## src/ppfm_pkg.sv

```systemverilog
// shared constants for the port pin function mux and its per-bit cell
`default_nettype none

package ppfm_pkg;
	// register bus geometry
	localparam int          ADDR_W       = 8;   // byte address width
	localparam int          DATA_W       = 32;  // avalon data width
	localparam int          PORT_W       = 8;   // bits per port
	localparam int          P2_PINS      = 6;   // bonded bits of port two
	// address field positions
	localparam int          ALIGN_MSB    = 1;   // must be zero
	localparam int          REG_LSB      = 2;   // register index low bit
	localparam int          REG_MSB      = 4;   // register index high bit
	localparam int          PORT_POS     = 5;   // selects port one or two
	localparam int          TOP_LSB      = 6;   // above map, must be zero
	// register indices inside one port block (byte offset = index * 4)
	localparam logic [2:0]  REG_SEL      = 3'h0; // pin_function_select
	localparam logic [2:0]  REG_DIR      = 3'h1; // pin_direction
	localparam logic [2:0]  REG_OUT      = 3'h2; // pin_output_value
	localparam logic [2:0]  REG_IN       = 3'h3; // pin_input_value, ro
	localparam logic [2:0]  REG_IE       = 3'h4; // pin_irq_enable
	localparam logic [2:0]  REG_IFG      = 3'h5; // pin_irq_flag, w1c
	localparam logic [2:0]  REG_IES      = 3'h6; // pin_edge_select
	localparam logic [2:0]  REG_IFG_SET  = 3'h7; // flag set, w1s
	// reset values
	localparam logic [7:0]  RST_CTRL     = 8'h00; // all control bits
	localparam logic [31:0] RST_RDATA    = 32'h00000000;
	localparam logic [7:0]  RST_OE_N     = 8'hFF; // pins released
endpackage : ppfm_pkg

`default_nettype wire

```

## src/ppfm_top.sv

```systemverilog
// two gpio ports with peripheral function mux, avalon registers, irq
// Behaviour
// - each bit has all controls; direction always from register
// - p1 bit0 outputs low, input clocks timer
// - p1 bits1-3 compare out, capture A in
// - p1 bit4 outputs subsystem clock, input unused
// - p1 bits5-7 output compares, input unused
// - p2 bit0 outputs auxiliary clock, input unused
// - p2 bit1 outputs low, input alternate clock
// - p2 bit2 comparator out, capture B in
// - p2 bits3-4 output compares b and c
// - p2 bits6-7 unbonded, output low, no input
// - unbonded flags change by software only
//
// The implementer's own choices: the register offsets and the Avalon-MM interface to the registers.
`timescale 1ns/1ps
`default_nettype none

module ppfm_top (
	input  wire logic                  i_clk,           // 200 MHz
	input  wire logic                  i_rst,           // async, high
	// avalon-mm slave
	input  wire logic [7:0]            i_avs_address,   // byte address
	input  wire logic                  i_avs_read,      // read request
	input  wire logic                  i_avs_write,     // write request
	input  wire logic [31:0]           i_avs_writedata, // write data
	input  wire logic [3:0]            i_avs_byteenable,// byte lanes
	output logic      [31:0]           o_avs_readdata,  // read data
	output logic                       o_avs_waitrequest, // stall
	output logic                       o_irq,           // level irq
	// pins
	input  wire logic [7:0]            i_p1_pin,        // port one in
	output logic      [7:0]            o_p1_pin_out,    // port one out
	output logic      [7:0]            o_p1_pin_oe_n,   // low drives
	input  wire logic [5:0]            i_p2_pin,        // port two in
	output logic      [5:0]            o_p2_pin_out,    // port two out
	output logic      [5:0]            o_p2_pin_oe_n,   // low drives
	// peripheral sources
	input  wire logic                  i_timer_compare_a,
	input  wire logic                  i_timer_compare_b,
	input  wire logic                  i_timer_compare_c,
	input  wire logic                  i_subsystem_clock,
	input  wire logic                  i_auxiliary_clock,
	input  wire logic                  i_comparator_result,
	// peripheral destinations
	output logic                       o_timer_ext_clock_in,
	output logic                       o_capture_in_ch0_a,
	output logic                       o_capture_in_ch1_a,
	output logic                       o_capture_in_ch2_a,
	output logic                       o_timer_alt_clock_in,
	output logic                       o_capture_in_ch0_b
);
	// whole state of the top
	typedef struct packed {
		logic [1:0][7:0] sel;      // pin_function_select per port
		logic [1:0][7:0] dir;      // pin_direction per port
		logic [1:0][7:0] outv;     // pin_output_value per port
		logic [1:0][7:0] ie;       // pin_irq_enable per port
		logic [1:0][7:0] ies;      // pin_edge_select per port
		logic [7:0]      p1_out;   // port one pin level
		logic [7:0]      p1_oe_n;  // port one enables
		logic [5:0]      p2_out;   // port two pin level
		logic [5:0]      p2_oe_n;  // port two enables
		logic            waitreq;  // avalon waitrequest
		logic [31:0]     rdata;    // avalon readdata
		logic            irq;      // interrupt output
	} ppfm_top_t;

	ppfm_top_t       st;       // registered state
	ppfm_top_t       next_st;  // next state
	logic [1:0][7:0] pins;     // pins per port, unbonded tied low
	logic [1:0][7:0] level;    // pin_input_value per port
	logic [1:0][7:0] flag;     // pin_irq_flag per port
	logic [1:0][7:0] clr;      // w1c pulses
	logic [1:0][7:0] setp;     // w1s pulses
	logic [1:0][7:0] periph;   // peripheral output path per port
	logic            access;   // request seen while stalled
	logic            take;     // access completes this edge
	logic            mapped;   // address decodes to a register
	logic            lane0;    // low byte enabled on write
	logic            port;     // addressed port
	logic [2:0]      regi;     // addressed register index

	// unbonded bits 6 and 7 of port two have no pin
	assign pins[0] = i_p1_pin;
	assign pins[1] = {2'b00, i_p2_pin};

	// address decode
	assign port   = i_avs_address[ppfm_pkg::PORT_POS];
	assign regi   = i_avs_address[ppfm_pkg::REG_MSB:ppfm_pkg::REG_LSB];
	assign mapped = (i_avs_address[ppfm_pkg::ALIGN_MSB:0] == 2'h0) &&
		(i_avs_address[7:ppfm_pkg::TOP_LSB] == 2'h0);
	assign access = (i_avs_read | i_avs_write) & st.waitreq;
	assign take   = (i_avs_read | i_avs_write) & ~st.waitreq;
	assign lane0  = i_avs_byteenable[0];

	// flag write pulses, only on the completing edge
	always_comb begin
		clr  = '0;
		setp = '0;
		if (take && i_avs_write && mapped && lane0) begin
			if (regi == ppfm_pkg::REG_IFG) begin
				clr[port] = i_avs_writedata[7:0];
			end
			if (regi == ppfm_pkg::REG_IFG_SET) begin
				setp[port] = i_avs_writedata[7:0];
			end
		end
	end

	// peripheral output path of every bit
	always_comb begin
		periph[0][0] = 1'b0;
		periph[0][1] = i_timer_compare_a;
		periph[0][2] = i_timer_compare_b;
		periph[0][3] = i_timer_compare_c;
		periph[0][4] = i_subsystem_clock;
		periph[0][5] = i_timer_compare_a;
		periph[0][6] = i_timer_compare_b;
		periph[0][7] = i_timer_compare_c;
		periph[1][0] = i_auxiliary_clock;
		periph[1][1] = 1'b0;
		periph[1][2] = i_comparator_result;
		periph[1][3] = i_timer_compare_b;
		periph[1][4] = i_timer_compare_c;
		periph[1][5] = 1'b0;
		periph[1][6] = 1'b0;
		periph[1][7] = 1'b0;
	end

	// one cell per port bit, full controls on all sixteen
	for (genvar p = 0; p < 2; p++) begin : g_port
		for (genvar b = 0; b < ppfm_pkg::PORT_W; b++) begin : g_bit
			ppfm_bit #(
				.BONDED (!(p == 1 && b >= ppfm_pkg::P2_PINS))
			) u_bit (
				.i_clk      (i_clk),
				.i_rst      (i_rst),
				.i_pin      (pins[p][b]),
				.i_edge_sel (st.ies[p][b]),
				.i_flag_clr (clr[p][b]),
				.i_flag_set (setp[p][b]),
				.o_level    (level[p][b]),
				.o_flag     (flag[p][b])
			);
		end
	end

	// next state: registers, pin mux, bus answer, interrupt
	always_comb begin
		logic [1:0][7:0] drive;
		logic [7:0]      rd;
		drive   = '0;
		rd      = 8'h00;
		next_st = st;
		// select picks the peripheral path, else the output register
		for (int p = 0; p < 2; p++) begin
			drive[p] = (st.sel[p] & periph[p]) |
				(~st.sel[p] & st.outv[p]);
		end
		next_st.p1_out  = drive[0];
		next_st.p2_out  = drive[1][5:0];
		// direction register rules even under peripheral select
		next_st.p1_oe_n = ~st.dir[0];
		next_st.p2_oe_n = ~st.dir[1][5:0];
		// software writes on the completing edge
		if (take && i_avs_write && mapped && lane0) begin
			case (regi)
				ppfm_pkg::REG_SEL: begin
					next_st.sel[port] = i_avs_writedata[7:0];
				end
				ppfm_pkg::REG_DIR: begin
					next_st.dir[port] = i_avs_writedata[7:0];
				end
				ppfm_pkg::REG_OUT: begin
					next_st.outv[port] = i_avs_writedata[7:0];
				end
				ppfm_pkg::REG_IE: begin
					next_st.ie[port] = i_avs_writedata[7:0];
				end
				ppfm_pkg::REG_IES: begin
					next_st.ies[port] = i_avs_writedata[7:0];
				end
				default: begin
					// input, flag and flag-set need no storage here
				end
			endcase
		end
		// read mux, captured while stalled
		case (regi)
			ppfm_pkg::REG_SEL: rd = st.sel[port];
			ppfm_pkg::REG_DIR: rd = st.dir[port];
			ppfm_pkg::REG_OUT: rd = st.outv[port];
			ppfm_pkg::REG_IN:  rd = level[port];
			ppfm_pkg::REG_IE:  rd = st.ie[port];
			ppfm_pkg::REG_IFG: rd = flag[port];
			ppfm_pkg::REG_IES: rd = st.ies[port];
			default:           rd = 8'h00;
		endcase
		if (access && i_avs_read) begin
			next_st.rdata = mapped ? {24'h000000, rd} :
				ppfm_pkg::RST_RDATA;
		end
		// one stall cycle, then one answer cycle
		next_st.waitreq = ~access;
		// level irq while any enabled flag stands
		next_st.irq = |(flag & st.ie);
	end

	// state register
	always_ff @(posedge i_clk or posedge i_rst) begin
		if (i_rst) begin
			st.sel     <= {2{ppfm_pkg::RST_CTRL}};
			st.dir     <= {2{ppfm_pkg::RST_CTRL}};
			st.outv    <= {2{ppfm_pkg::RST_CTRL}};
			st.ie      <= {2{ppfm_pkg::RST_CTRL}};
			st.ies     <= {2{ppfm_pkg::RST_CTRL}};
			st.p1_out  <= ppfm_pkg::RST_CTRL;
			st.p1_oe_n <= ppfm_pkg::RST_OE_N;
			st.p2_out  <= ppfm_pkg::RST_CTRL[5:0];
			st.p2_oe_n <= ppfm_pkg::RST_OE_N[5:0];
			st.waitreq <= 1'b1;
			st.rdata   <= ppfm_pkg::RST_RDATA;
			st.irq     <= 1'b0;
		end else begin
			st <= next_st;
		end
	end

	// outputs
	assign o_avs_readdata       = st.rdata;
	assign o_avs_waitrequest    = st.waitreq;
	assign o_irq                = st.irq;
	assign o_p1_pin_out         = st.p1_out;
	assign o_p1_pin_oe_n        = st.p1_oe_n;
	assign o_p2_pin_out         = st.p2_out;
	assign o_p2_pin_oe_n        = st.p2_oe_n;
	// pin inputs routed to peripherals, straight from sync flops
	assign o_timer_ext_clock_in = level[0][0];
	assign o_capture_in_ch0_a   = level[0][1];
	assign o_capture_in_ch1_a   = level[0][2];
	assign o_capture_in_ch2_a   = level[0][3];
	assign o_timer_alt_clock_in = level[1][1];
	assign o_capture_in_ch0_b   = level[1][2];

	// enables follow direction one cycle later whatever the select
	property p_dir_oe;
		@(posedge i_clk) disable iff (i_rst)
		##1 (o_p1_pin_oe_n == ~$past(st.dir[0])) &&
			(o_p2_pin_oe_n == ~$past(st.dir[1][5:0]));
	endproperty
	a_dir_oe: assert property (p_dir_oe)
		else $error("pin enable does not follow direction");

	// bit 0 of port one drives low under select, clocks the timer
	property p_p1b0;
		@(posedge i_clk) disable iff (i_rst)
		st.sel[0][0] |=> !o_p1_pin_out[0] &&
			(o_timer_ext_clock_in == $past(i_p1_pin[0], 2));
	endproperty
	a_p1b0: assert property (p_p1b0)
		else $error("port one bit 0 function wrong");

	// compare b output and capture ch1 a input on port one bit 2
	property p_p1_cap;
		@(posedge i_clk) disable iff (i_rst)
		st.sel[0][2] |=> (o_p1_pin_out[2] == $past(i_timer_compare_b))
			&& (o_capture_in_ch1_a == $past(i_p1_pin[2], 2));
	endproperty
	a_p1_cap: assert property (p_p1_cap)
		else $error("port one bit 2 compare or capture wrong");

	// subsystem clock on port one bit 4
	property p_p1b4;
		@(posedge i_clk) disable iff (i_rst)
		st.sel[0][4] |=> o_p1_pin_out[4] == $past(i_subsystem_clock);
	endproperty
	a_p1b4: assert property (p_p1b4)
		else $error("port one bit 4 not the subsystem clock");

	// compare c on port one bit 7
	property p_p1b7;
		@(posedge i_clk) disable iff (i_rst)
		st.sel[0][7] |=> o_p1_pin_out[7] == $past(i_timer_compare_c);
	endproperty
	a_p1b7: assert property (p_p1b7)
		else $error("port one bit 7 not compare c");

	// auxiliary clock on port two bit 0
	property p_p2b0;
		@(posedge i_clk) disable iff (i_rst)
		st.sel[1][0] |=> o_p2_pin_out[0] == $past(i_auxiliary_clock);
	endproperty
	a_p2b0: assert property (p_p2b0)
		else $error("port two bit 0 not the auxiliary clock");

	// port two bit 1 low out, alternate clock in
	property p_p2b1;
		@(posedge i_clk) disable iff (i_rst)
		st.sel[1][1] |=> !o_p2_pin_out[1] &&
			(o_timer_alt_clock_in == $past(i_p2_pin[1], 2));
	endproperty
	a_p2b1: assert property (p_p2b1)
		else $error("port two bit 1 function wrong");

	// comparator out and capture b in on port two bit 2
	property p_p2b2;
		@(posedge i_clk) disable iff (i_rst)
		st.sel[1][2] |=> (o_p2_pin_out[2] == $past(i_comparator_result))
			&& (o_capture_in_ch0_b == $past(i_p2_pin[2], 2));
	endproperty
	a_p2b2: assert property (p_p2b2)
		else $error("port two bit 2 function wrong");

	// compare b and c on port two bits 3 and 4
	property p_p2b34;
		@(posedge i_clk) disable iff (i_rst)
		(st.sel[1][3] && st.sel[1][4]) |=>
			o_p2_pin_out[4:3] ==
			{$past(i_timer_compare_c), $past(i_timer_compare_b)};
	endproperty
	a_p2b34: assert property (p_p2b34)
		else $error("port two bits 3 and 4 not compare b and c");

	// unbonded bits always read low
	property p_unbonded;
		@(posedge i_clk) disable iff (i_rst)
		level[1][7:6] == 2'b00;
	endproperty
	a_unbonded: assert property (p_unbonded)
		else $error("unbonded bit shows a level");

	// unbonded flags rise only after a software set
	property p_soft_flag;
		@(posedge i_clk) disable iff (i_rst)
		$rose(flag[1][6]) || $rose(flag[1][7]) |->
			$past(setp[1][6]) || $past(setp[1][7]);
	endproperty
	a_soft_flag: assert property (p_soft_flag)
		else $error("unbonded flag set by hardware");

	// without select the pin follows the output register
	property p_gpio_out;
		@(posedge i_clk) disable iff (i_rst)
		!st.sel[0][5] |=> o_p1_pin_out[5] == $past(st.outv[0][5]);
	endproperty
	a_gpio_out: assert property (p_gpio_out)
		else $error("pin does not follow the output register");

	// rising edge with edge select low sets the flag one edge later
	property p_edge_rise;
		@(posedge i_clk) disable iff (i_rst)
		$rose(o_timer_ext_clock_in) && !st.ies[0][0] |=> flag[0][0];
	endproperty
	a_edge_rise: assert property (p_edge_rise)
		else $error("rising edge did not set the flag");

	// interrupt follows enabled flags within one cycle
	property p_irq;
		@(posedge i_clk) disable iff (i_rst)
		(|(flag & st.ie)) |=> o_irq;
	endproperty
	a_irq: assert property (p_irq)
		else $error("enabled flag gave no interrupt");
endmodule : ppfm_top

`default_nettype wire

```

## src/ppfm_bit.sv

```systemverilog
// one port bit: input synchroniser, edge detector and interrupt flag
`timescale 1ns/1ps
`default_nettype none

module ppfm_bit #(
	parameter bit BONDED = 1'b1 // zero for a bit with no pin
) (
	input  wire logic i_clk,      // system clock
	input  wire logic i_rst,      // async reset, active high
	input  wire logic i_pin,      // raw pin level
	input  wire logic i_edge_sel, // low rising, high falling
	input  wire logic i_flag_clr, // software write-one-to-clear
	input  wire logic i_flag_set, // software write-one-to-set
	output logic      o_level,    // synchronised pin level
	output logic      o_flag      // sticky interrupt flag
);
	// whole state of the cell
	typedef struct packed {
		logic s1;   // first synchroniser stage
		logic s2;   // second stage, the used level
		logic s3;   // previous level for edges
		logic flag; // interrupt flag
	} ppfm_bit_t;

	ppfm_bit_t st;      // registered state
	ppfm_bit_t next_st; // next state

	// next state: sync, edge, flag with set winning over clear
	always_comb begin
		logic rise;
		logic fall;
		logic hit;
		rise = 1'b0;
		fall = 1'b0;
		hit  = 1'b0;
		next_st    = st;
		next_st.s1 = BONDED ? i_pin : 1'b0;
		next_st.s2 = st.s1;
		next_st.s3 = st.s2;
		rise = st.s2 & ~st.s3;
		fall = ~st.s2 & st.s3;
		// unbonded bits never see a hardware edge
		hit = BONDED & (i_edge_sel ? fall : rise);
		next_st.flag = (st.flag & ~i_flag_clr) | i_flag_set | hit;
	end

	// state register
	always_ff @(posedge i_clk or posedge i_rst) begin
		if (i_rst) begin
			st <= '0;
		end else begin
			st <= next_st;
		end
	end

	assign o_level = st.s2;
	assign o_flag  = st.flag;
endmodule : ppfm_bit

`default_nettype wire

```

## config.mk

```make
export PLATFORM = sky130hd
export DESIGN_NAME = ppfm_top
export DESIGN_NICKNAME = d
export VERILOG_FILES = /design/src/ppfm_pkg.sv /design/src/ppfm_top.sv /design/src/ppfm_bit.sv
export SDC_FILE = /design/constraint.sdc
export NUM_CORES = 1
export LEC_CHECK = 0
export BUFFER_PORTS_ARGS = -buffer_cell sky130_fd_sc_hd__buf_2
export CORE_ASPECT_RATIO = 2
export CORE_MARGIN = 2
export CORE_UTILIZATION = 55
export DETAILED_ROUTE_END_ITERATION = 16
export PLACE_DENSITY = 0.85
export SYNTH_ARGS = -nofsm -noshare
export SYNTH_HDL_FRONTEND = slang
export SYNTH_HIERARCHICAL = 1
export SYNTH_SLANG_ARGS = --single-unit
```

## constraint.sdc

```tcl
create_clock -name i_clk -period 8 [get_ports i_clk]
set_clock_uncertainty 0.1 [all_clocks]
set_input_delay 0.4 -clock i_clk [delete_from_list [all_inputs] [get_ports i_clk]]
set_output_delay 0.4 -clock i_clk [all_outputs]
set_load 0.01 [all_outputs]
```

==> results by group, run 1 <==
Synth
  • Ys async rst share: 100.0%
  • Yosys reg bits: 176
  • Yosys Warn Count: 6
  • Post-synthesis adder-cell area fraction: 0%
  • EDFF count, synth: 0
  • Synth top area share: 50.49%
  • Avg Cell Area, Syn: 12.53 um^2
  • Sequential share of the synthesized area: 55.42%
  • Top post-synthesis cells by area: dfrtp_1 50%, mux2_2 13%, mux2i_1 7.0%
  • Synth cell types: 36
  • Synth Flop Type: dfrtp_1
  • Main combinational cell family by area after synthesis: multiplexers
  • Simple-gate share of the synthesized area: 12.06%
  • Cells after synthesis: 637
  • Cell Area, Synth: 7980 um^2
  • Dominant cell type by area after synthesis: dfrtp_1
  • Compound-Gate Fraction of Synth Area: 3.512%
  • Xor/xnor share of the synthesized area: 0%
  • Post-synthesis mux area share: 19.87%

Floorplanning
  • DIE HEIGHT: 174.4 um
  • Starting Density: 55.91%
  • I/O pin total: 136
  • Die area: 15550 um^2
  • Row count: 62
  • Die width: 89.18 um
  • Placeable Area: 14270 um^2

Power
  • Pleak: 4.334 nW
  • P_int: 1.365 mW
  • Switch Pwr: 437.1 uW
  • Seq pwr share: 51.4%
  • Logic gate share of total power: 6.0%
  • Max VDD drop: 0.1584 mV
  • Sw Ratio: 24.26%
  • Pwr dens: 203.4 nW/um^2
  • Clock power share: 42.6%

Clock network
  • Num CTS Buffers: 17
  • Bufs on Longest Clock Path: 2
  • Root buffer cell: clkbuf_16
  • H-tree depth: 4
  • Skew-Pair Late Insertion Delay: 0.43 ns
  • Post-CTS Resized: 0
  • Clk pin slew, worst setup/hold paths: 0.07 ns
  • Post-CTS setup buffers: 0
  • Clock tree sinks: 176
  • CTS tree: built
  • CTS Hold Bufs: 15

Placed design
  • Port Buffers: 84
  • Dpl cell area: 8158 um^2
  • GP Congestion: 0.8764
  • DP HPWL: 12.32 mm

Critical path
  • CP Capture Type: register
  • CP Class: in -> reg
  • Critical path launch point type: input pin
  • WP data arrival: 2.85 ns
  • Max Fanout on Critical Path: 61
  • Worst endpoint required time: 8.19 ns

Routing
  • Pre-Repair DR Iteration Count: 5
  • Iteration-0 DRC Markers: 326
  • DRC Markers: 0
  • Vias per std cell: 5.616
  • Routed length per instance: 19.09 um
  • Vias: 5049
  • WL final: 17.16 mm
  • Post-route ant nets: 0

STA
  • Final setup vio count: 0
  • Max-slew violation count: 0
  • Worst slew margin: 31.79%
  • Fmax: 375.5 MHz
  • Setup_tns: 0 ns
  • RSZ-0062 raised after global routing: no
  • Hold Violations, Final: 0
  • Worst-Margin Slew: 1.023 ns
  • Tcrit/Tclk final: 33.28%
  • Final Critical Period: 2.663 ns

Global route
  • Global Route Usage Sum: 23.57%
  • Initial antenna violation count: 3
  • Largest net degree at the start of global routing: 74
  • Grt total ovfl: 0
  • Vias in the first global route: 5276
  • First-pass GRT wire length: 27.42 mm

Layout
  • Fin area: 8857 um^2
  • Fillers: 1131
  • Share of cells above drive strength 1: 32.86%
  • Nets: 761
  • Area grow syn2layout: 10.99%

Run status
  • Status: completed

Run
  • Max-cap viol count: 0

Hold path
  • HP Class: in -> reg
flip-flops by register name, indices dropped and copies added, names as in the netlist:
signal	flops
g_port.g_bit.u_bit/o_flag	16
st	80
o_p1_pin_out	8
o_avs_readdata	8
o_p1_pin_oe_n	8
o_irq	1
g_port.g_bit.u_bit/o_level	14
o_avs_waitrequest	1
g_port.g_bit.u_bit/next_st	14
o_p2_pin_out	6
g_port.g_bit.u_bit/st	14
o_p2_pin_oe_n	6
logic make-up (layout without fill, tap and decap cells):
logic type / Yosys count / in the layout
AOI/OAI and AO/OA: 43 / 43
buffers and inverters: 122 / 168
DFF: 176 / 176
muxes: 147 / 147
other: 3 / 27
and+or+nand+nor: 146 / 146
cells in the mapped netlist, drive strengths merged, types with 2 or more instances:
cell type  count
dfrtp        161
mux2          91
buf           78
mux2i         56
inv           35
and2          32
o22ai         24
nor2b         17
nor2          16
and3b         15
dfstp         15
nor3b         15
or4           14
nand2         11
clkbuf         9
nor4           9
o21ai          9
a221oi         4
a22o           4
nand3b         4
conb           3
or3b           3
a21o           2
nand3          2
nand4          2
or3            2
power groups by stage:
stage | clock (mW) | combinational, mW | sequential, mW
detailed placement | 0 | 0.102 | 0.942
global route | 0.812 | 0.119 | 0.928
floorplan | 0 | 0.0786 | 0.939
finish | 0.767 | 0.108 | 0.926
global placement | 0 | 0.0994 | 0.940
CTS | 0.777 | 0.108 | 0.926
critical path: stages:
cell	delay, ns
buf_2	0.08
buf_4	0.75
nand3_1	0.25
nor2_1	0.64
and2_1	0.22
nor2b_1	0.05
or4_1	0.43
through the flow:
stage                     cells  power (mW)  hold WS (ns)  utilization, %  setup slack, ns
after floorplan             660       1.018       0.02871               -            4.396
after global placement      851       1.040        0.2327           57.15            5.057
after detailed placement    851       1.045        0.2347           57.15            4.995
after CTS                   898       1.811       0.04283           62.04            5.407
after global routing        899       1.860       0.05403           62.05            5.196
final                       899       1.802       0.05703           62.05            5.337
layout make-up:
cell class	count	area (um^2)	area share, %
clock buffers	20	446.7	5.043
multi-input cells	362	2925	33.03
well taps	192	240.2	2.712
inverters	35	133.9	1.512
flip-flops and latches	176	4423	49.94
repair buffers	101	585.6	6.611
diodes	1	2.502	0.02825
clock inverters	12	100.1	1.130
placed cells by master (no fill, tap or decap), types with 6 or more instances in the layout:
master and n:
clkbuf_16 17, nor2_1 12, nor4_1 8, and3b_1 15, nand2_1 11, dfstp_2 15
o21ai_0 9, o22ai_1 24, inv_6 6, or4_1 14, buf_2 84, dlygate4sd3_1 15
nor3b_1 14, and2_1 32, conb_1 26, mux2i_1 56, inv_1 34, dfrtp_1 161
nor2b_1 17, mux2_2 91
final timing paths:
check | start | endpoint | slack [ns] | cells past startpoint
setup / recovery | i_avs_address[5] | g_port[1].g_bit[4].u_bit/o_flag$_DFF_PP0_ | 5.34 | 7
hold / removal | i_avs_write | o_avs_waitrequest$_DFF_PP1_ | 0.06 | 2
setup reg to reg | o_avs_waitrequest$_DFF_PP1_ | g_port[0].g_bit[2].u_bit/o_flag$_DFF_PP0_ | 5.54 | 6
hold reg to reg | g_port[1].g_bit[4].u_bit/next_st[2]$_DFF_PP0_ | g_port[1].g_bit[4].u_bit/o_level$_DFF_PP0_ | 0.25 | 0
max in group asynchronous | i_rst | st[64]$_DFFE_PP0P_ | 5.77 | 4
min in group asynchronous | i_rst | g_port[1].g_bit[7].u_bit/o_flag$_DFF_PP0_ | 0.44 | 3
per-layer routing:
| metal | share of wire (%) | track usage, % |
|---|---|---|
| met3 | 5.3 | 4.986 |
| met2 | 53 | 39.97 |
| met1 | 37 | 26.73 |
| met4 | 4.8 | 12.94 |
| met5 | 0.093 | 0 |
(Power assumes the default switching activity.)
==> run 2: changes to the inputs <==
==> constraint.sdc (replaced) <==
create_clock -name i_clk -period 2.5 [get_ports i_clk]
set_clock_uncertainty 0.1 [all_clocks]
set_input_delay 0.125 -clock i_clk [delete_from_list [all_inputs] [get_ports i_clk]]
set_output_delay 0.125 -clock i_clk [all_outputs]
set_load 0.01 [all_outputs]
==> run 2 against run 1 <==
  * Hold slack lost 0.027 ns
  * Critical path depth shrank 2
  * Clock power rose to 3.2 times the previous value
  * Routed wire length rose by 1.5%
  * Count of clock-buffer cells in the layout down 1
  * Largest cell class unchanged
==> results by group, run 2 (same netlist as run 1, synthesis figures left out) <==
Run status
  • Status: completed

Clock network
  • CTS tree: built
  • Clock tree sinks: 176 (unchanged)
  • Bufs on Longest Clock Path: 2 (unchanged)
  • Post-CTS setup buffers: 0 (unchanged)
  • Num CTS Buffers: 17 (unchanged)
  • H-tree depth: 4 (unchanged)
  • Skew-Pair Late Insertion Delay: 0.43 ns (about the same)
  • Root buffer cell: clkbuf_16
  • Clk pin slew, worst setup/hold paths: 0.07 ns (about the same)

Layout
  • Commonest non-fill, non-tap cell in the layout: dfrtp_1
  • Register with the most flip-flops: st
  • Commonest non-fill, non-tap cells in the layout: 161 x dfrtp_1, 91 x mux2_2, 84 x buf_2
  • Share of cells above drive strength 1: 33.43% (+0.56 points)
  • ANT cells: 0 (-1)
  • Nets: 779 (+2.4%)
  • Area grow syn2layout: 12.83%
  • Finished Layout Cells: 916 (+1.9%)
  • Max reg flops: 80 (unchanged)

Floorplanning
  • DIE HEIGHT: 174.4 um (unchanged)
  • Placeable Area: 14270 um^2 (unchanged)
  • Die area: 15550 um^2 (unchanged)
  • Row count: 62 (unchanged)
  • Die width: 89.18 um (unchanged)
  • I/O pin total: 136 (unchanged)
  • Starting Density: 55.91% (unchanged)

STA
  • Final setup vio count: 0 (unchanged)
  • Tcrit/Tclk final: 86.94%
  • Max-slew violation count: 0 (unchanged)
  • PnR worst setup slack: 0.3264 ns (-5.011 ns)
  • Worst slew margin: 47.01% (+15 points)
  • Setup_tns: 0 ns (unchanged)
  • Hold Violations, Final: 0 (unchanged)
  • Hold Slack: 0.03015 ns (-0.02689 ns)
  • Fmax: 460.1 MHz
  • Final Critical Period: 2.174 ns
  • RSZ-0062 raised after global routing: no
  • Worst-Margin Slew: 0.7919 ns (-0.2312 ns)

Routing
  • Met2 WL: 9.238 mm (+1.1%)
  • Post-route ant nets: 0 (unchanged)
  • Metal1 wirelength: 6.392 mm (+1.8%)
  • Pre-Repair DR Iteration Count: 4 (-1)
  • Iteration-0 DRC Markers: 314 (-3.7%)
  • Routed length per instance: 19.01 um (-0.40%)
  • WL final: 17.41 mm (+1.5%)
  • Met3 routed WL: 992 um (+9.9%)
  • DR top layer: met4
  • Vias: 5096 (+0.93%)
  • Vias per std cell: 5.563 (-0.94%)
  • DRC Markers: 0 (unchanged)

Critical path
  • Critical path launch point type: register
  • R2R Setup Slk: 0.33 ns (-5.21 ns)
  • WP data arrival: 2.37 ns (-0.48 ns)
  • Worst endpoint required time: 2.69 ns (-5.50 ns)
  • CP Capture Type: register
  • Worst r2r dst: g_port[1].g_bit[3].u_bit/o_flag$_DFF_PP0_
  • Worst R2R Start: o_avs_waitrequest$_DFF_PP1_
  • CP Class: reg -> reg
  • R2r worst-path depth: 5 (-1)
  • Max Fanout on Critical Path: 8 (-87%)

Power
  • Total power: 5.744 mW (+220%)
  • Max VDD drop: 0.5256 mV (+230%)
  • Pleak: 4.414 nW (+1.8%)
  • Pwr dens: 638.0 nW/um^2 (+210%)

Placed design
  • # placed instances: 861 (+1.2%)
  • GP Congestion: 0.8742 (-0.25%)
  • Worst slack, placed: 0.3836 ns (-4.611 ns)
  • Port Buffers: 84 (unchanged)
  • DP HPWL: 12.53 mm (+1.7%)

Hold path
  • WHS Endpoint: st[70]$_DFFE_PP0P_
  • Min-Delay Startpoint: i_avs_writedata[0]
  • HP Class: in -> reg
  • Worst hold path cell count: 2 (unchanged)

Global route
  • Largest net degree at the start of global routing: 41 (-45%)
  • Vias in the first global route: 5348 (+1.4%)
  • Initial antenna violation count: 0 (-3)
  • First-pass GRT wire length: 27.90 mm (+1.7%)
  • Global Route Usage Sum: 23.88% (+0.32 points)
  • Grt total ovfl: 0 (unchanged)

Run
  • Max-cap viol count: 0 (unchanged)
## run 2: changes by cell type in the layout (fill, tap and decap cells not counted)
cell	previous run	this run
clkbuf_8	1	0
buf_4	2	12
inv_4	1	0
diode_2	1	0
clkinv_2	0	1
dlygate4sd3_1	15	23
clkinv_4	2	3
## run 2: timing repair
item / 4_1_cts / 5_1_grt
resized for setup: 0 / 0
hold buffers: 23 / 0
endpoints found under the hold margin: 94 / 0
## run 2: worst max path at each step
stage | start | end | slack [ns] | cells past startpoint
2_1_floorplan | o_avs_waitrequest$_DFF_PP1_ | g_port[0].g_bit[0].u_bit/o_flag$_DFF_PP0_ | 0.48 | 5
3_3_place_gp | o_avs_waitrequest$_DFF_PP1_ | g_port[0].g_bit[7].u_bit/o_flag$_DFF_PP0_ | 0.45 | 8
3_5_place_dp | i_avs_address[5] | o_avs_readdata[6]$_DFFE_PP0P_ | 0.38 | 6
4_1_cts | o_avs_waitrequest$_DFF_PP1_ | g_port[1].g_bit[3].u_bit/o_flag$_DFF_PP0_ | 0.38 | 5
5_1_grt | o_avs_waitrequest$_DFF_PP1_ | g_port[0].g_bit[6].u_bit/o_flag$_DFF_PP0_ | 0.21 | 8
6_report | o_avs_waitrequest$_DFF_PP1_ | g_port[1].g_bit[3].u_bit/o_flag$_DFF_PP0_ | 0.33 | 5
## run 2: worst max-delay path, stage by stage, from the launching register on
cell	delay, ns
dfstp_2	0.57
and3b_1	0.24
nand3_1	0.14
nor2_1	0.19
and2_1	0.23
or4_1	0.56
## run 2: power breakdown
group          switching (mW)  internal, mW  total [mW]  leakage (nW)
Clock                    1.13          1.29        2.42         0.256
Sequential             0.0439          2.92        2.96          2.23
Combinational           0.220         0.141       0.361          1.93
Total                    1.39          4.35        5.74          4.41
## run 2: per-stage QoR
| step | instance area [um^2] | utilization (%) |
|---|---|---|
| 2_1_floorplan | 8070 | - |
| 3_3_place_gp | 8234 | 57.69 |
| 3_5_place_dp | 8234 | 57.69 |
| 4_1_cts | 9004 | 63.08 |
| 5_1_grt | 9004 | 63.08 |
| 6_report | 9004 | 63.08 |
## run 2: final cells by class
type                            instances  area, um^2
Fill cell                            1106        5270
Sequential cell                       176        4423
Multi-Input combinational cell        362        2925
Timing Repair Buffer                  119       740.7
Clock buffer                           19       432.9
Tap cell                              192       240.2
Inverter                               35       135.1
Clock inverter                         13       106.4
## run 2: metal layers
| metal | GRT usage [%] | vias up |
|---|---|---|
| met5 | 0 | - |
| met4 | 12.87 | 0 |
| met3 | 4.748 | 56 |
| li1 | - | 2270 |
| met1 | 28.11 | 2560 |
| met2 | 39.85 | 210 |
